### src/rtl/fnvwp_pkg.sv
// fnvwp_pkg: constants and types for the nonvolatile write guard
package fnvwp_pkg;
	// clock and time figures
	localparam int CLK_NS      = 10;      // core clock period
	localparam int CLK_MHZ     = 100;     // core clock rate
	localparam int PWRT_MS     = 72;      // power-up lockout time
	localparam int FL_STORE_NS = 2000;    // flash store time, plain default
	localparam int EE_STORE_NS = 4000;    // data store time, plain default
	localparam int PWRT_CYC_DEF = PWRT_MS * 1000 * CLK_MHZ;
	localparam int FL_RAW = (FL_STORE_NS + CLK_NS - 1) / CLK_NS;
	localparam int FL_CYC_DEF = (FL_RAW < 2) ? 2 : FL_RAW; // two slots at least
	localparam int EE_RAW = (EE_STORE_NS + CLK_NS - 1) / CLK_NS;
	localparam int EE_CYC_DEF = (EE_RAW < 1) ? 1 : EE_RAW;
	localparam int RD_FL_CYC = 2;         // flash read stall slots
	localparam int CNT_W = 24;            // shared counter width
	// widths
	localparam int AHI_W  = 5;            // high address bits kept
	localparam int DHI_W  = 6;            // high data bits kept
	localparam int ADDR_W = 8 + AHI_W;    // flash word address
	localparam int WORD_W = 8 + DHI_W;    // flash word width
	localparam logic [ADDR_W-1:0] PROT_BASE_DEF = 13'h1000; // guarded half
	// register offsets
	localparam logic [8:0] OFS_INT_CTL  = 9'h00b; // mirrored in all banks
	localparam logic [6:0] INT_LOW      = 7'h0b;
	localparam logic [8:0] OFS_IRQ_FLG2 = 9'h00d;
	localparam logic [8:0] OFS_IRQ_ENA2 = 9'h08d;
	localparam logic [8:0] OFS_DATA_LO  = 9'h10c;
	localparam logic [8:0] OFS_ADDR_LO  = 9'h10d;
	localparam logic [8:0] OFS_DATA_HI  = 9'h10e;
	localparam logic [8:0] OFS_ADDR_HI  = 9'h10f;
	localparam logic [8:0] OFS_CONTROL  = 9'h18c;
	localparam logic [8:0] OFS_UNLOCK   = 9'h18d;
	// field positions
	localparam int B_MEMSEL = 7;
	localparam int B_ABORT  = 3;
	localparam int B_PERMIT = 2;
	localparam int B_WGO    = 1;
	localparam int B_RGO    = 0;
	localparam int B_DONE   = 4;
	localparam int B_GMASK  = 7;
	localparam int B_PMASK  = 6;
	// unlock pattern
	localparam logic [7:0] UNLOCK_1 = 8'h55;
	localparam logic [7:0] UNLOCK_2 = 8'haa;
	// core register access
	typedef struct packed {
		logic       valid;
		logic       write;
		logic [8:0] addr;
		logic [7:0] wdata;
	} fnvwp_bus_type;
	// configuration fuses, zero means guarded or locked
	typedef struct packed {
		logic data_guard;
		logic guard_hi;
		logic guard_lo;
		logic store_permit;
	} fnvwp_cfg_type;
	localparam fnvwp_cfg_type CFG_ERASED = 4'hf;
	// operation in progress
	typedef enum logic [2:0] {
		OP_IDLE = 3'b000,
		OP_RDEE = 3'b001,
		OP_RDFL = 3'b010,
		OP_WREE = 3'b011,
		OP_WRFL = 3'b100
	} fnvwp_op_type;
	// unlock tracking
	typedef enum logic [1:0] {
		UL_IDLE  = 2'b00,
		UL_GOT1  = 2'b01,
		UL_ARMED = 2'b10
	} fnvwp_unl_type;
endpackage : fnvwp_pkg

### src/rtl/fnvwp_ctrl.sv
// fnvwp_ctrl: self-write controller and write guard for the nonvolatile arrays
`timescale 1ns/10ps
`default_nettype none
// Operation
// - flash store needs permit fuse, unguarded word
// - store needs 55h then AAh just before go
// - flash store stalls two instruction slots
// - stall is no sleep, clocks keep running
// - resume at third instruction after go
// - power-up clears the store permit bit
// - power-up lockout blocks data stores
// - permit fuse zero refuses all flash stores
// - user code cannot change fuses
// - any code guard shuts programmer out
// - core data access ignores data guard
// - data guard blocks programmer flash access
// - internal flash reads always allowed
// - guard pair sets programmer access level
// - fuses clear only by full erase
// - completion clears go, sets done flag
// - go needs permit set beforehand
// - software sets go bits, hardware clears
// - reset during store sets abort flag (a power-up reset clears it instead)
module fnvwp_ctrl #(
	parameter int unsigned PWRT_CYC = fnvwp_pkg::PWRT_CYC_DEF, // lockout cycles
	parameter int unsigned FL_CYC   = fnvwp_pkg::FL_CYC_DEF,   // flash stall cycles
	parameter int unsigned EE_CYC   = fnvwp_pkg::EE_CYC_DEF,   // data store cycles
	parameter logic [fnvwp_pkg::ADDR_W-1:0] PROT_BASE = fnvwp_pkg::PROT_BASE_DEF
) (
	input  wire logic                         clk_sys,
	input  wire logic                         rst,
	input  wire logic                         por_rst,
	input  wire fnvwp_pkg::fnvwp_bus_type     bus_req,
	output logic [7:0]                        bus_rdata,
	output logic                              core_stall,
	output logic                              core_skip,
	output logic                              store_done_irq,
	output logic [fnvwp_pkg::ADDR_W-1:0]      arr_addr,
	output logic [fnvwp_pkg::WORD_W-1:0]      arr_wdata,
	output logic                              ee_store_go,
	output logic                              fl_store_go,
	input  wire logic [7:0]                   ee_rdata,
	input  wire logic [fnvwp_pkg::WORD_W-1:0] fl_rdata,
	input  wire fnvwp_pkg::fnvwp_cfg_type     cfg_nv,
	input  wire logic                         prog_load,
	input  wire fnvwp_pkg::fnvwp_cfg_type     prog_word,
	input  wire logic                         prog_erase,
	output logic                              ext_read_ok,
	output logic                              ext_write_ok
);
	import fnvwp_pkg::*;

	// counter reload values and the lockout end count
	localparam logic [CNT_W-1:0] FL_LAST = CNT_W'(FL_CYC - 1);
	localparam logic [CNT_W-1:0] EE_LAST = CNT_W'(EE_CYC - 1);
	localparam logic [CNT_W-1:0] RF_LAST = CNT_W'(RD_FL_CYC - 1);
	localparam logic [CNT_W-1:0] PW_END  = CNT_W'(PWRT_CYC);

	fnvwp_op_type       op_ff;     // operation in progress
	fnvwp_op_type       nxt_op;    // next operation
	logic [CNT_W-1:0]   cnt_ff;    // cycles left in operation
	logic [CNT_W-1:0]   nxt_cnt;   // next count
	logic [CNT_W-1:0]   pwrt_ff;   // power-up lockout count
	logic [7:0]         alo_ff;    // address low byte
	logic [AHI_W-1:0]   ahi_ff;    // address high bits
	logic [7:0]         dlo_ff;    // data low byte
	logic [DHI_W-1:0]   dhi_ff;    // data high bits
	logic               memsel_ff; // one selects flash
	logic               permit_ff; // store permit bit
	logic               abort_ff;  // store cut by reset
	logic               done_ff;   // store done flag
	logic               dmask_ff;  // store done mask
	logic               gmask_ff;  // global mask
	logic               pmask_ff;  // peripheral mask
	logic [7:0]         rdata_ff;  // read answer
	logic               ee_go_ff;  // data store strobe
	logic               fl_go_ff;  // flash store strobe
	logic               unl_armed; // unlock pattern complete
	logic               fl_ok;     // flash store allowed

	// bus decode
	wire logic acc_wr  = bus_req.valid & bus_req.write;
	wire logic acc_rd  = bus_req.valid & ~bus_req.write;
	wire logic hit_ctl = (bus_req.addr == OFS_CONTROL);
	wire logic hit_unl = (bus_req.addr == OFS_UNLOCK);
	wire logic hit_alo = (bus_req.addr == OFS_ADDR_LO);
	wire logic hit_ahi = (bus_req.addr == OFS_ADDR_HI);
	wire logic hit_dlo = (bus_req.addr == OFS_DATA_LO);
	wire logic hit_dhi = (bus_req.addr == OFS_DATA_HI);
	wire logic hit_flg = (bus_req.addr == OFS_IRQ_FLG2);
	wire logic hit_ena = (bus_req.addr == OFS_IRQ_ENA2);
	wire logic hit_int = (bus_req.addr[6:0] == INT_LOW);
	wire logic [7:0] wd = bus_req.wdata;

	// operation status
	wire logic idle    = (op_ff == OP_IDLE);
	wire logic wr_busy = (op_ff == OP_WREE) | (op_ff == OP_WRFL);
	wire logic rd_busy = (op_ff == OP_RDEE) | (op_ff == OP_RDFL);
	wire logic fin     = ~idle & (cnt_ff == '0);
	wire logic wr_fin  = fin & wr_busy;
	wire logic upd     = acc_wr & idle;
	wire logic wr_ctl  = acc_wr & hit_ctl;
	wire logic pwrt_done = (pwrt_ff == PW_END);

	// the select bit travels with the go write
	wire logic sel_new = wd[B_MEMSEL];
	// target gate: flash by fuses, data by lockout only
	wire logic tgt_ok = sel_new ? fl_ok : pwrt_done;

	// go is taken only with old permit and a fresh unlock
	wire logic go_ok = wr_ctl & idle & wd[B_WGO]
		& permit_ff
		& unl_armed
		& tgt_ok;
	wire logic rd_ok = wr_ctl & idle & wd[B_RGO] & ~go_ok;

	// unlock tracker
	fnvwp_unlock u_unlock (
		.clk_sys   (clk_sys),
		.rst       (rst),
		.bus_acc   (bus_req.valid),
		.port_wr   (acc_wr & hit_unl),
		.port_data (wd),
		.armed     (unl_armed)
	);

	// fuse latch and access permission
	fnvwp_guard #(
		.PROT_BASE (PROT_BASE)
	) u_guard (
		.clk_sys      (clk_sys),
		.rst          (rst),
		.cfg_nv       (cfg_nv),
		.prog_load    (prog_load),
		.prog_word    (prog_word),
		.prog_erase   (prog_erase),
		.store_addr   ({ahi_ff, alo_ff}),
		.flash_ok     (fl_ok),
		.ext_read_ok  (ext_read_ok),
		.ext_write_ok (ext_write_ok)
	);

	// operation sequencer
	always_comb begin
		nxt_op  = op_ff;
		nxt_cnt = cnt_ff;
		case (op_ff)
			OP_IDLE: begin
				if (go_ok) begin
					// accepted store
					nxt_op  = sel_new ? OP_WRFL : OP_WREE;
					nxt_cnt = sel_new ? FL_LAST : EE_LAST;
				end else if (rd_ok) begin
					// accepted read
					nxt_op  = sel_new ? OP_RDFL : OP_RDEE;
					nxt_cnt = sel_new ? RF_LAST : '0;
				end
			end
			default: begin
				// only completion ends an operation
				if (fin) begin
					nxt_op = OP_IDLE;
				end else begin
					nxt_cnt = cnt_ff - 1'b1;
				end
			end
		endcase
	end

	// sequencer state; a reset other than power-up mid-store leaves the abort flag
	always_ff @(posedge clk_sys) begin
		if (rst) begin
			op_ff  <= OP_IDLE;
			cnt_ff <= '0;
		end else begin
			op_ff  <= nxt_op;
			cnt_ff <= nxt_cnt;
		end
	end

	// control bits
	always_ff @(posedge clk_sys) begin
		if (rst) begin
			permit_ff <= 1'b0;
			abort_ff  <= ~por_rst & (abort_ff | wr_busy);
			memsel_ff <= ~por_rst & memsel_ff;
		end else if (wr_ctl) begin
			permit_ff <= wd[B_PERMIT];
			abort_ff  <= wd[B_ABORT];
			// select frozen while busy
			memsel_ff <= idle ? wd[B_MEMSEL] : memsel_ff;
		end
	end

	// address and data; power-up clears, other resets keep
	always_ff @(posedge clk_sys) begin
		if (rst) begin
			if (por_rst) begin
				alo_ff <= '0;
				ahi_ff <= '0;
				dlo_ff <= '0;
				dhi_ff <= '0;
			end
		end else begin
			// software loads, only while idle
			if (upd & hit_alo) begin
				alo_ff <= wd;
			end
			if (upd & hit_ahi) begin
				ahi_ff <= wd[AHI_W-1:0];
			end
			if (upd & hit_dlo) begin
				dlo_ff <= wd;
			end
			if (upd & hit_dhi) begin
				dhi_ff <= wd[DHI_W-1:0];
			end
			// read results land at completion
			if (fin & (op_ff == OP_RDEE)) begin
				dlo_ff <= ee_rdata;
			end
			if (fin & (op_ff == OP_RDFL)) begin
				dlo_ff <= fl_rdata[7:0];
				dhi_ff <= fl_rdata[WORD_W-1:8];
			end
		end
	end

	// done flag: completion wins over a software clear
	always_ff @(posedge clk_sys) begin
		if (rst) begin
			done_ff <= 1'b0;
		end else begin
			done_ff <= wr_fin | ((acc_wr & hit_flg) ? wd[B_DONE] : done_ff);
		end
	end

	// masks
	always_ff @(posedge clk_sys) begin
		if (rst) begin
			dmask_ff <= 1'b0;
			gmask_ff <= 1'b0;
			pmask_ff <= 1'b0;
		end else begin
			if (acc_wr & hit_ena) begin
				dmask_ff <= wd[B_DONE];
			end
			if (acc_wr & hit_int) begin
				gmask_ff <= wd[B_GMASK];
				pmask_ff <= wd[B_PMASK];
			end
		end
	end

	// power-up lockout, restarted by power-on only
	always_ff @(posedge clk_sys) begin
		if (rst & por_rst) begin
			pwrt_ff <= '0;
		end else if (~pwrt_done) begin
			pwrt_ff <= pwrt_ff + 1'b1;
		end
	end

	// array store strobes, one cycle after go is taken
	always_ff @(posedge clk_sys) begin
		if (rst) begin
			ee_go_ff <= 1'b0;
			fl_go_ff <= 1'b0;
		end else begin
			ee_go_ff <= go_ok & ~sel_new;
			fl_go_ff <= go_ok & sel_new;
		end
	end

	// read mux; unlock port and unmapped read zero
	wire logic [7:0] ctl_rd = {memsel_ff, 3'h0, abort_ff, permit_ff,
		wr_busy, rd_busy};
	wire logic [7:0] rd_mux =
		hit_ctl ? ctl_rd :
		hit_alo ? alo_ff :
		hit_ahi ? {{(8-AHI_W){1'b0}}, ahi_ff} :
		hit_dlo ? dlo_ff :
		hit_dhi ? {{(8-DHI_W){1'b0}}, dhi_ff} :
		hit_flg ? {3'h0, done_ff, 4'h0} :
		hit_ena ? {3'h0, dmask_ff, 4'h0} :
		hit_int ? {gmask_ff, pmask_ff, 6'h00} :
		8'h00;

	// registered read answer
	always_ff @(posedge clk_sys) begin
		if (rst) begin
			rdata_ff <= 8'h00;
		end else if (acc_rd) begin
			rdata_ff <= rd_mux;
		end
	end

	// outputs
	assign bus_rdata = rdata_ff;
	// hold execution only; clocks and peripherals never gated
	assign core_stall = (op_ff == OP_WRFL) | (op_ff == OP_RDFL);
	// last stall cycle: drop the two held slots, go on at the third
	assign core_skip = fin & (op_ff == OP_WRFL);
	assign store_done_irq = done_ff & dmask_ff;
	assign arr_addr  = {ahi_ff, alo_ff};
	assign arr_wdata = {dhi_ff, dlo_ff};
	assign ee_store_go = ee_go_ff;
	assign fl_store_go = fl_go_ff;
endmodule : fnvwp_ctrl
`default_nettype wire

### src/rtl/fnvwp_unlock.sv
// fnvwp_unlock: tracks the two-step unlock pattern on the unlock port
`timescale 1ns/10ps
`default_nettype none
module fnvwp_unlock (
	input  wire logic       clk_sys,   // core clock
	input  wire logic       rst,       // synchronous reset
	input  wire logic       bus_acc,   // any register access
	input  wire logic       port_wr,   // write to unlock port
	input  wire logic [7:0] port_data, // byte written
	output logic            armed      // pattern just completed
);
	import fnvwp_pkg::*;

	fnvwp_unl_type st_ff;  // tracking state
	fnvwp_unl_type nxt_st; // next state

	wire logic step1 = port_wr & (port_data == UNLOCK_1);
	wire logic step2 = port_wr & (port_data == UNLOCK_2);

	// any access that is not the next step starts over
	always_comb begin
		nxt_st = st_ff;
		case (st_ff)
			UL_GOT1: begin
				if (bus_acc) begin
					nxt_st = step2 ? UL_ARMED : (step1 ? UL_GOT1 : UL_IDLE);
				end
			end
			default: begin
				if (bus_acc) begin
					nxt_st = step1 ? UL_GOT1 : UL_IDLE;
				end
			end
		endcase
	end

	// state register
	always_ff @(posedge clk_sys) begin
		if (rst) begin
			st_ff <= UL_IDLE;
		end else begin
			st_ff <= nxt_st;
		end
	end

	assign armed = (st_ff == UL_ARMED);
endmodule : fnvwp_unlock
`default_nettype wire

### src/rtl/fnvwp_guard.sv
// fnvwp_guard: configuration fuse latch and access permissions
`timescale 1ns/10ps
`default_nettype none
module fnvwp_guard #(
	parameter logic [fnvwp_pkg::ADDR_W-1:0] PROT_BASE = fnvwp_pkg::PROT_BASE_DEF
) (
	input  wire logic                          clk_sys,      // core clock
	input  wire logic                          rst,          // synchronous reset
	input  wire fnvwp_pkg::fnvwp_cfg_type      cfg_nv,       // stored fuse cells
	input  wire logic                          prog_load,    // programmer fuse write
	input  wire fnvwp_pkg::fnvwp_cfg_type      prog_word,    // fuse word to write
	input  wire logic                          prog_erase,   // programmer bulk erase
	input  wire logic [fnvwp_pkg::ADDR_W-1:0]  store_addr,   // target flash word
	output logic                               flash_ok,     // internal flash store allowed
	output logic                               ext_read_ok,  // programmer read allowed
	output logic                               ext_write_ok  // programmer write allowed
);
	import fnvwp_pkg::*;

	fnvwp_cfg_type cfg_ff; // active fuse word

	// only the programmer touches fuses; writes clear bits, erase sets all
	always_ff @(posedge clk_sys) begin
		if (rst) begin
			cfg_ff <= cfg_nv;
		end else if (prog_erase) begin
			cfg_ff <= CFG_ERASED;
		end else if (prog_load) begin
			cfg_ff <= cfg_ff & prog_word;
		end
	end

	wire logic full_open = cfg_ff.guard_hi & cfg_ff.guard_lo;
	wire logic partial   = cfg_ff.guard_hi ^ cfg_ff.guard_lo;
	wire logic in_guard  = partial & (store_addr >= PROT_BASE);

	// internal stores follow the permit fuse, partial guard blocks a segment
	assign flash_ok = cfg_ff.store_permit & ~in_guard;
	// any guard, data guard included, shuts the programmer out
	assign ext_read_ok  = full_open & cfg_ff.data_guard;
	assign ext_write_ok = full_open & cfg_ff.data_guard;
endmodule : fnvwp_guard
`default_nettype wire

### config.mk
export PLATFORM = sky130hd
export DESIGN_NAME = fnvwp_ctrl
export DESIGN_NICKNAME = d
export VERILOG_FILES = /design/src/rtl/fnvwp_pkg.sv /design/src/rtl/fnvwp_ctrl.sv /design/src/rtl/fnvwp_unlock.sv /design/src/rtl/fnvwp_guard.sv
export SDC_FILE = /design/constraint.sdc
export NUM_CORES = 1
export LEC_CHECK = 0
export ABC_AREA = 0
export ABC_CLOCK_PERIOD_IN_PS = 8050
export BUFFER_PORTS_ARGS = -buffer_cell sky130_fd_sc_hd__buf_2
export CAP_MARGIN = 20
export CELL_PAD_IN_SITES_DETAIL_PLACEMENT = 1
export CELL_PAD_IN_SITES_GLOBAL_PLACEMENT = 2
export CORE_ASPECT_RATIO = 1.1
export CORE_UTILIZATION = 37
export CTS_CLUSTER_DIAMETER = 80
export DETAILED_ROUTE_END_ITERATION = 6
export PLACE_DENSITY = 0.86
export SYNTH_ARGS = -nofsm -noshare
export SYNTH_HDL_FRONTEND = slang
export SYNTH_HIERARCHICAL = 1
export SYNTH_SLANG_ARGS = --single-unit
### constraint.sdc
create_clock -name clk_sys -period 8.05 [get_ports clk_sys]
set_input_delay 0.4025 -clock clk_sys [delete_from_list [all_inputs] [get_ports clk_sys]]
set_output_delay 0.4025 -clock clk_sys [all_outputs]
set_load 0.01 [all_outputs]
======== Word-level counts from Yosys, hierarchy flattened ========
Cells that the tools add are included.
cells by class
  add/sub/neg operators ................... 2
  multiply operators ...................... 0
  div/mod/pow operators ................... 0
  $lt $le $gt $ge ......................... 1
  equality and inequality tests ........... 21
  shift operators ......................... 0
  multiplexer cells ....................... 49
  bitwise gates (word level) .............. 49
  reductions and logical operators ........ 17
operators with widths
  cell                                                                     number
  8-bit two-way mux                                                        15
  24-bit two-way mux                                                       4
  9-bit equality test, second input constant                               6
  1-bit AND                                                                36
  24-bit by 1-bit adder with 24-bit output, second input constant          1
  24-bit by 23-bit equality test with 1-bit output, second input constant  1
  24-bit zero test                                                         1
  6-bit two-way mux                                                        4
  24-bit by 1-bit subtractor with 24-bit output, second input constant     1
  3-bit two-way mux                                                        5
  5-bit two-way mux                                                        3
  2-bit AND reduction                                                      7
  13-bit >= comparator, second input constant                              1
  4-bit two-way mux                                                        3
  2-bit two-way mux                                                        5
  2-bit nonzero test                                                       5
  9-bit by 4-bit equality test with 1-bit output, second input constant    1
  9-bit by 8-bit equality test with 1-bit output, second input constant    1
  1-bit two-way mux                                                        9
  9-bit two-way mux                                                        1
  8-bit by 7-bit equality test with 1-bit output, second input constant    1
  8-bit equality test, second input constant                               1
  7-bit by 4-bit equality test with 1-bit output, second input constant    1
  3-bit by 2-bit equality test with 1-bit output, second input constant    2
  other kinds (14)                                                         24
word-level totals
  flip-flop bits (word level) ............. 101
  latch bits .............................. 0
  RAM bits ................................ 0
  memory bits (read-only) ................. 0
  input bits .............................. 54
  output and inout bits ................... 42
  logic and storage cells ................. 161
  memories ................................ 0

======== Longest topological paths before layout ========
  word-level depth ........................ 12
  gate-level depth with buffers ........... 11
  depth with buffers taken out ............ 11

======== Hierarchy ========
The synthesis kept the hierarchy.
by module, submodules not included
  module        instances  cells each  area each (um^2)  seq. area each (um^2)
  fnvwp_ctrl    1          542         4906.0            2192.1
  fnvwp_guard   1          22          224.0             120.1
  fnvwp_unlock  1          15          136.4             40.0

======== Least setup slack after synthesis ========
No wires, ideal clock.
  path kind ............................... register to register
  start point ............................. register cnt_ff[10]
  end point ............................... register dlo_ff[0] (enable)
  library setup time ...................... 0.378 ns
  data arrival time ....................... 2.544 ns
  data required time ...................... 7.672 ns
  path slack .............................. 5.128 ns
  stages on the path, launching flop included .. 8
  path buffers ............................ 1
  period minus slack after synthesis ...... 2.922 ns
  cells stage by stage .................... dfxtp_1 nor4_1 nand3_1 or4_1 clkbuf_1 nor3_2 nor2_1 a31oi_1
between the ends
  longest elaborated chain between the ends .. 5
  elaborated cells on any way between the ends .. 6
  those cells by class .................... 3 x bitwise; 3 x reduce/logical
RTL lines
  what                             line                                  RTL
  start, declared                  fnvwp_ctrl.sv:61                      logic [CNT_W-1:0] cnt_ff;
  start signal, assigned           fnvwp_ctrl.sv:177                     cnt_ff <= nxt_cnt;
  24-bit zero test *               fnvwp_ctrl.sv:99                      wire logic fin = ~idle & (cnt_ff == '0);
  1-bit AND *                      fnvwp_ctrl.sv:99
  1-bit AND (on tied branches)     fnvwp_ctrl.sv:219, fnvwp_ctrl.sv:222
  4-bit nonzero test (no line) *   --
  2-bit AND reduction (no line) *  --
  end signal, assigned             fnvwp_ctrl.sv:213                     dlo_ff <= wd;
  end signal, assigned             fnvwp_ctrl.sv:220                     dlo_ff <= ee_rdata;
  end signal, assigned             fnvwp_ctrl.sv:223                     dlo_ff <= fl_rdata[7:0];
  end, declared                    fnvwp_ctrl.sv:66                      logic [7:0] dlo_ff;
Mark *: on every way between the ends. The rest lies on a longest branch, timed or not.
A chain may end at the register's enable or synchronous reset.

======== Worst setup path in the final report ========
  start point ............................. register cnt_ff[10]
  end point ............................... register dlo_ff[7] (enable)
Same word-level chain as after synthesis.

==> results by group <==
Global route
  – Initial antenna violation count: 0
  – Grt ovf: 0
  – Number of global-route vias before repair: 4941
  – First-pass GRT wire length: 24800 µm
  – Gr usage total: 21.6%
  – Largest net degree at the start of global routing: 68

Worst setup path
  – Cells along the critical path: nor4_1 > nand3_1 > or4_1 > nor3_2 > nor2_1 > a31oi_1
  – Worst path arrival time: 3.48 ns
  – Crit path max fanout: 12
  – Setup CP Type: reg -> reg
  – Critical Path RT: 8.03 ns
  – Crit end category: register
  – CP max stage delay: 0.79 ns
  – Crit start category: register
  – Worst path slowest cell: or4_1

Logic synthesis
  – Post-Syn Area per Cell: 9.10 µm²
  – Syn_nets: 641
  – Synth cell count leaders: nor2_1, dfxtp_1, a21oi_1
  – Post-synth EDFFs: 33
  – Syn Inst Count: 579
  – Most common cell in the synthesized netlist: nor2_1
  – Synth unique cells: 63
  – Post-synthesis cell area: 5270 µm²
  – FF+latch count, synth: 101
  – Seq/Total Area, Yosys: 44.7%
  – Async SR Flop Fraction: 0%
  – Largest area contributor in the synthesized netlist: dfxtp_1
  – Synth area leaders: dfxtp_1, edfxtp_1, nor2_1
  – Ys flop type: dfxtp_1
  – YS warnings: 6
  – Post-synth top area share: 25.8%

Placement
  – Placed cells: 836
  – Buffers on Ports: 95
  – RD Place Congestion: 0.829
  – Post-detail-place hpwl: 11200 µm

STA
  – Period minus WS final: 3.50 ns
  – Max transition margin: 23.6%
  – Slew @ Worst Pin: 1.14 ns
  – Final cycle utilization of the critical path: 43.5%
  – Skew final: 0.00808 ns
  – Final setup vio count: 0
  – FMAX: 286 MHz
  – Hold violation count in the final report: 0
  – Total negative slack: 0 ns
  – RSZ-0062 raised after global routing: false
  – Hold WS: 0.372 ns
  – Final Slew Violations: 0

Floorplanning
  – Starting density of the core: 38.0%
  – Total core area: 13900 µm²
  – Die X: 116 µm
  – Die ar.: 14700 µm²
  – Io pins: 96
  – Chip height: 127 µm
  – FP Rows: 45

Drt
  – Via-per-instance ratio: 5.52
  – DRT antenna net count: 0
  – Initial drt markers: 178
  – TritonRoute pass-1 iters: 4
  – Residual DRC: 0
  – Post-Route WL: 15100 µm
  – WL/cell: 17.7 µm
  – Via count: 4704

Power
  – Power per Cell Area: 178 nW/µm²
  – Static Leakage: 2.41 nW
  – Max VDD drop: 83.1 µV

CTS
  – PostCTS Resize Cnt: 0
  – Worst skew pair latency: 0.35 ns
  – H-tree depth: 3
  – Post CTS Setup Buffer Count: 0
  – CTS tree: built
  – CTS clk-pin slew, worst paths: 0.07 ns
  – TritonCTS buffer count: 9
  – CTS root buf: clkbuf_16
  – Max Buffers Root-to-Sink: 2
  – # hold bufs at CTS: 0
  – Sink Count: 101

Min path
  – Hold crit path type: in -> reg

Layout
  – # diodes: 0
  – Layout cells sized above 1: 19.0%
  – Final #Nets: 721
  – Post-Route Utilization: 44.3%
  – Layout area overhead: 16.6%
  – Final std cells w/o fill: 852

Run
  – MaxCap Viol Count: 0

Outcome
  – Status: completed
## path summary, 6_finish.rpt
| path | start | endpoint | slack (ns) | depth (start not counted) |
|---|---|---|---|---|
| worst max register to register | cnt_ff[10]$_SDFFE_PP0P_ | dlo_ff[7]$_SDFFCE_PP0P_ | 4.55 | 6 |
| worst min register to register | bus_rdata[5]$_SDFFE_PP0P_ | bus_rdata[5]$_SDFFE_PP0P_ | 0.47 | 2 |
| worst min-delay path | cfg_nv[1] | u_guard/cfg_ff[1]$_DFFE_PP_ | 0.37 | 3 |
| worst max-delay path | cnt_ff[10]$_SDFFE_PP0P_ | dlo_ff[7]$_SDFFCE_PP0P_ | 4.55 | 6 |
## routing by layer
metal	GRT usage [%]	wire length, µm
met1	26.2	6670
met2	38.7	7600
met3	2.47	567
met4	8.30	270
met5	0	0
## cell usage in the layout (no fill, tap or decap), types with 4 or more instances in the layout
| cell | Yosys | layout |
|---|---|---|
| a211oi_1 | 9 | 9 |
| a21oi_1 | 46 | 46 |
| a221oi_1 | 4 | 4 |
| and2_1 | 5 | 5 |
| buf_2 | 3 | 95 |
| clkbuf_16 | 0 | 9 |
| dfxtp_1 | 68 | 68 |
| edfxtp_1 | 33 | 33 |
| ha_1 | 8 | 8 |
| inv_1 | 7 | 7 |
| mux2i_1 | 18 | 18 |
| mux4_2 | 4 | 4 |
| nand2_1 | 45 | 45 |
| nand2b_1 | 9 | 9 |
| nand3_1 | 32 | 32 |
| nand4_1 | 7 | 7 |
| nor2_1 | 73 | 73 |
| nor2b_1 | 21 | 21 |
| nor3_1 | 16 | 16 |
| nor4_1 | 11 | 11 |
| o21ai_0 | 12 | 12 |
| o31ai_1 | 15 | 15 |
| or3_1 | 16 | 16 |
| or4_1 | 20 | 20 |
| xnor2_1 | 8 | 8 |
| xor2_1 | 16 | 16 |
## cell type report
class                   instances  area (µm²)
clock buffers                  11         233
flip-flops and latches        101        2350
fillers                      1672        7710
repair buffers                 97         490
multi-input cells             443        2770
inverters                       7        26.3
well taps                     188         235
clock inverters                 5        37.5
## cell families after synthesis
| family | count (synthesis) | synth area share (%) |
|---|---|---|
| and+or+nand+nor | 279 | 28.1 |
| AOI/OAI and AO/OA | 110 | 13.4 |
| DFF | 101 | 44.7 |
| buffers and inverters | 35 | 2.78 |
| xor gates and xnor gates | 24 | 3.99 |
| muxes | 22 | 5.13 |
| adders and majority gates | 8 | 1.90 |
## flip-flops by register name, summed over array words and instances, names as in the netlist, 2 cells and up
name and cells:
ahi_ff 5, alo_ff 8, dlo_ff 8, pwrt_ff 24, dhi_ff 6, u_guard/cfg_ff 4, cnt_ff 24, op_ff 3
bus_rdata 8, u_unlock/st_ff 2
## per-stage QoR
stage                     cell area (µm²)  power [mW]  setup WS, ns
after floorplan                      5270       0.642          5.13
after global placement               5870       0.692          4.71
after detailed placement             5870       0.697          4.53
after CTS                            6140        1.10          4.51
after global routing                 6140        1.13          4.25
final                                6140        1.09          4.55
## power breakdown
group / switching [mW] / total (mW) / internal [mW]
logic: 0.0695 / 0.115 / 0.0459
registers: 0.0189 / 0.568 / 0.549
clock network: 0.196 / 0.406 / 0.211
## worst max-delay path: cells and delay by family, from the launching register on
kind             cells  cell delay [ns]
AND/OR/NAND/NOR      5             2.08
flip-flops           1             0.34
AO/OA/AOI/OAI        1             0.70
(Power assumes the default switching activity.)
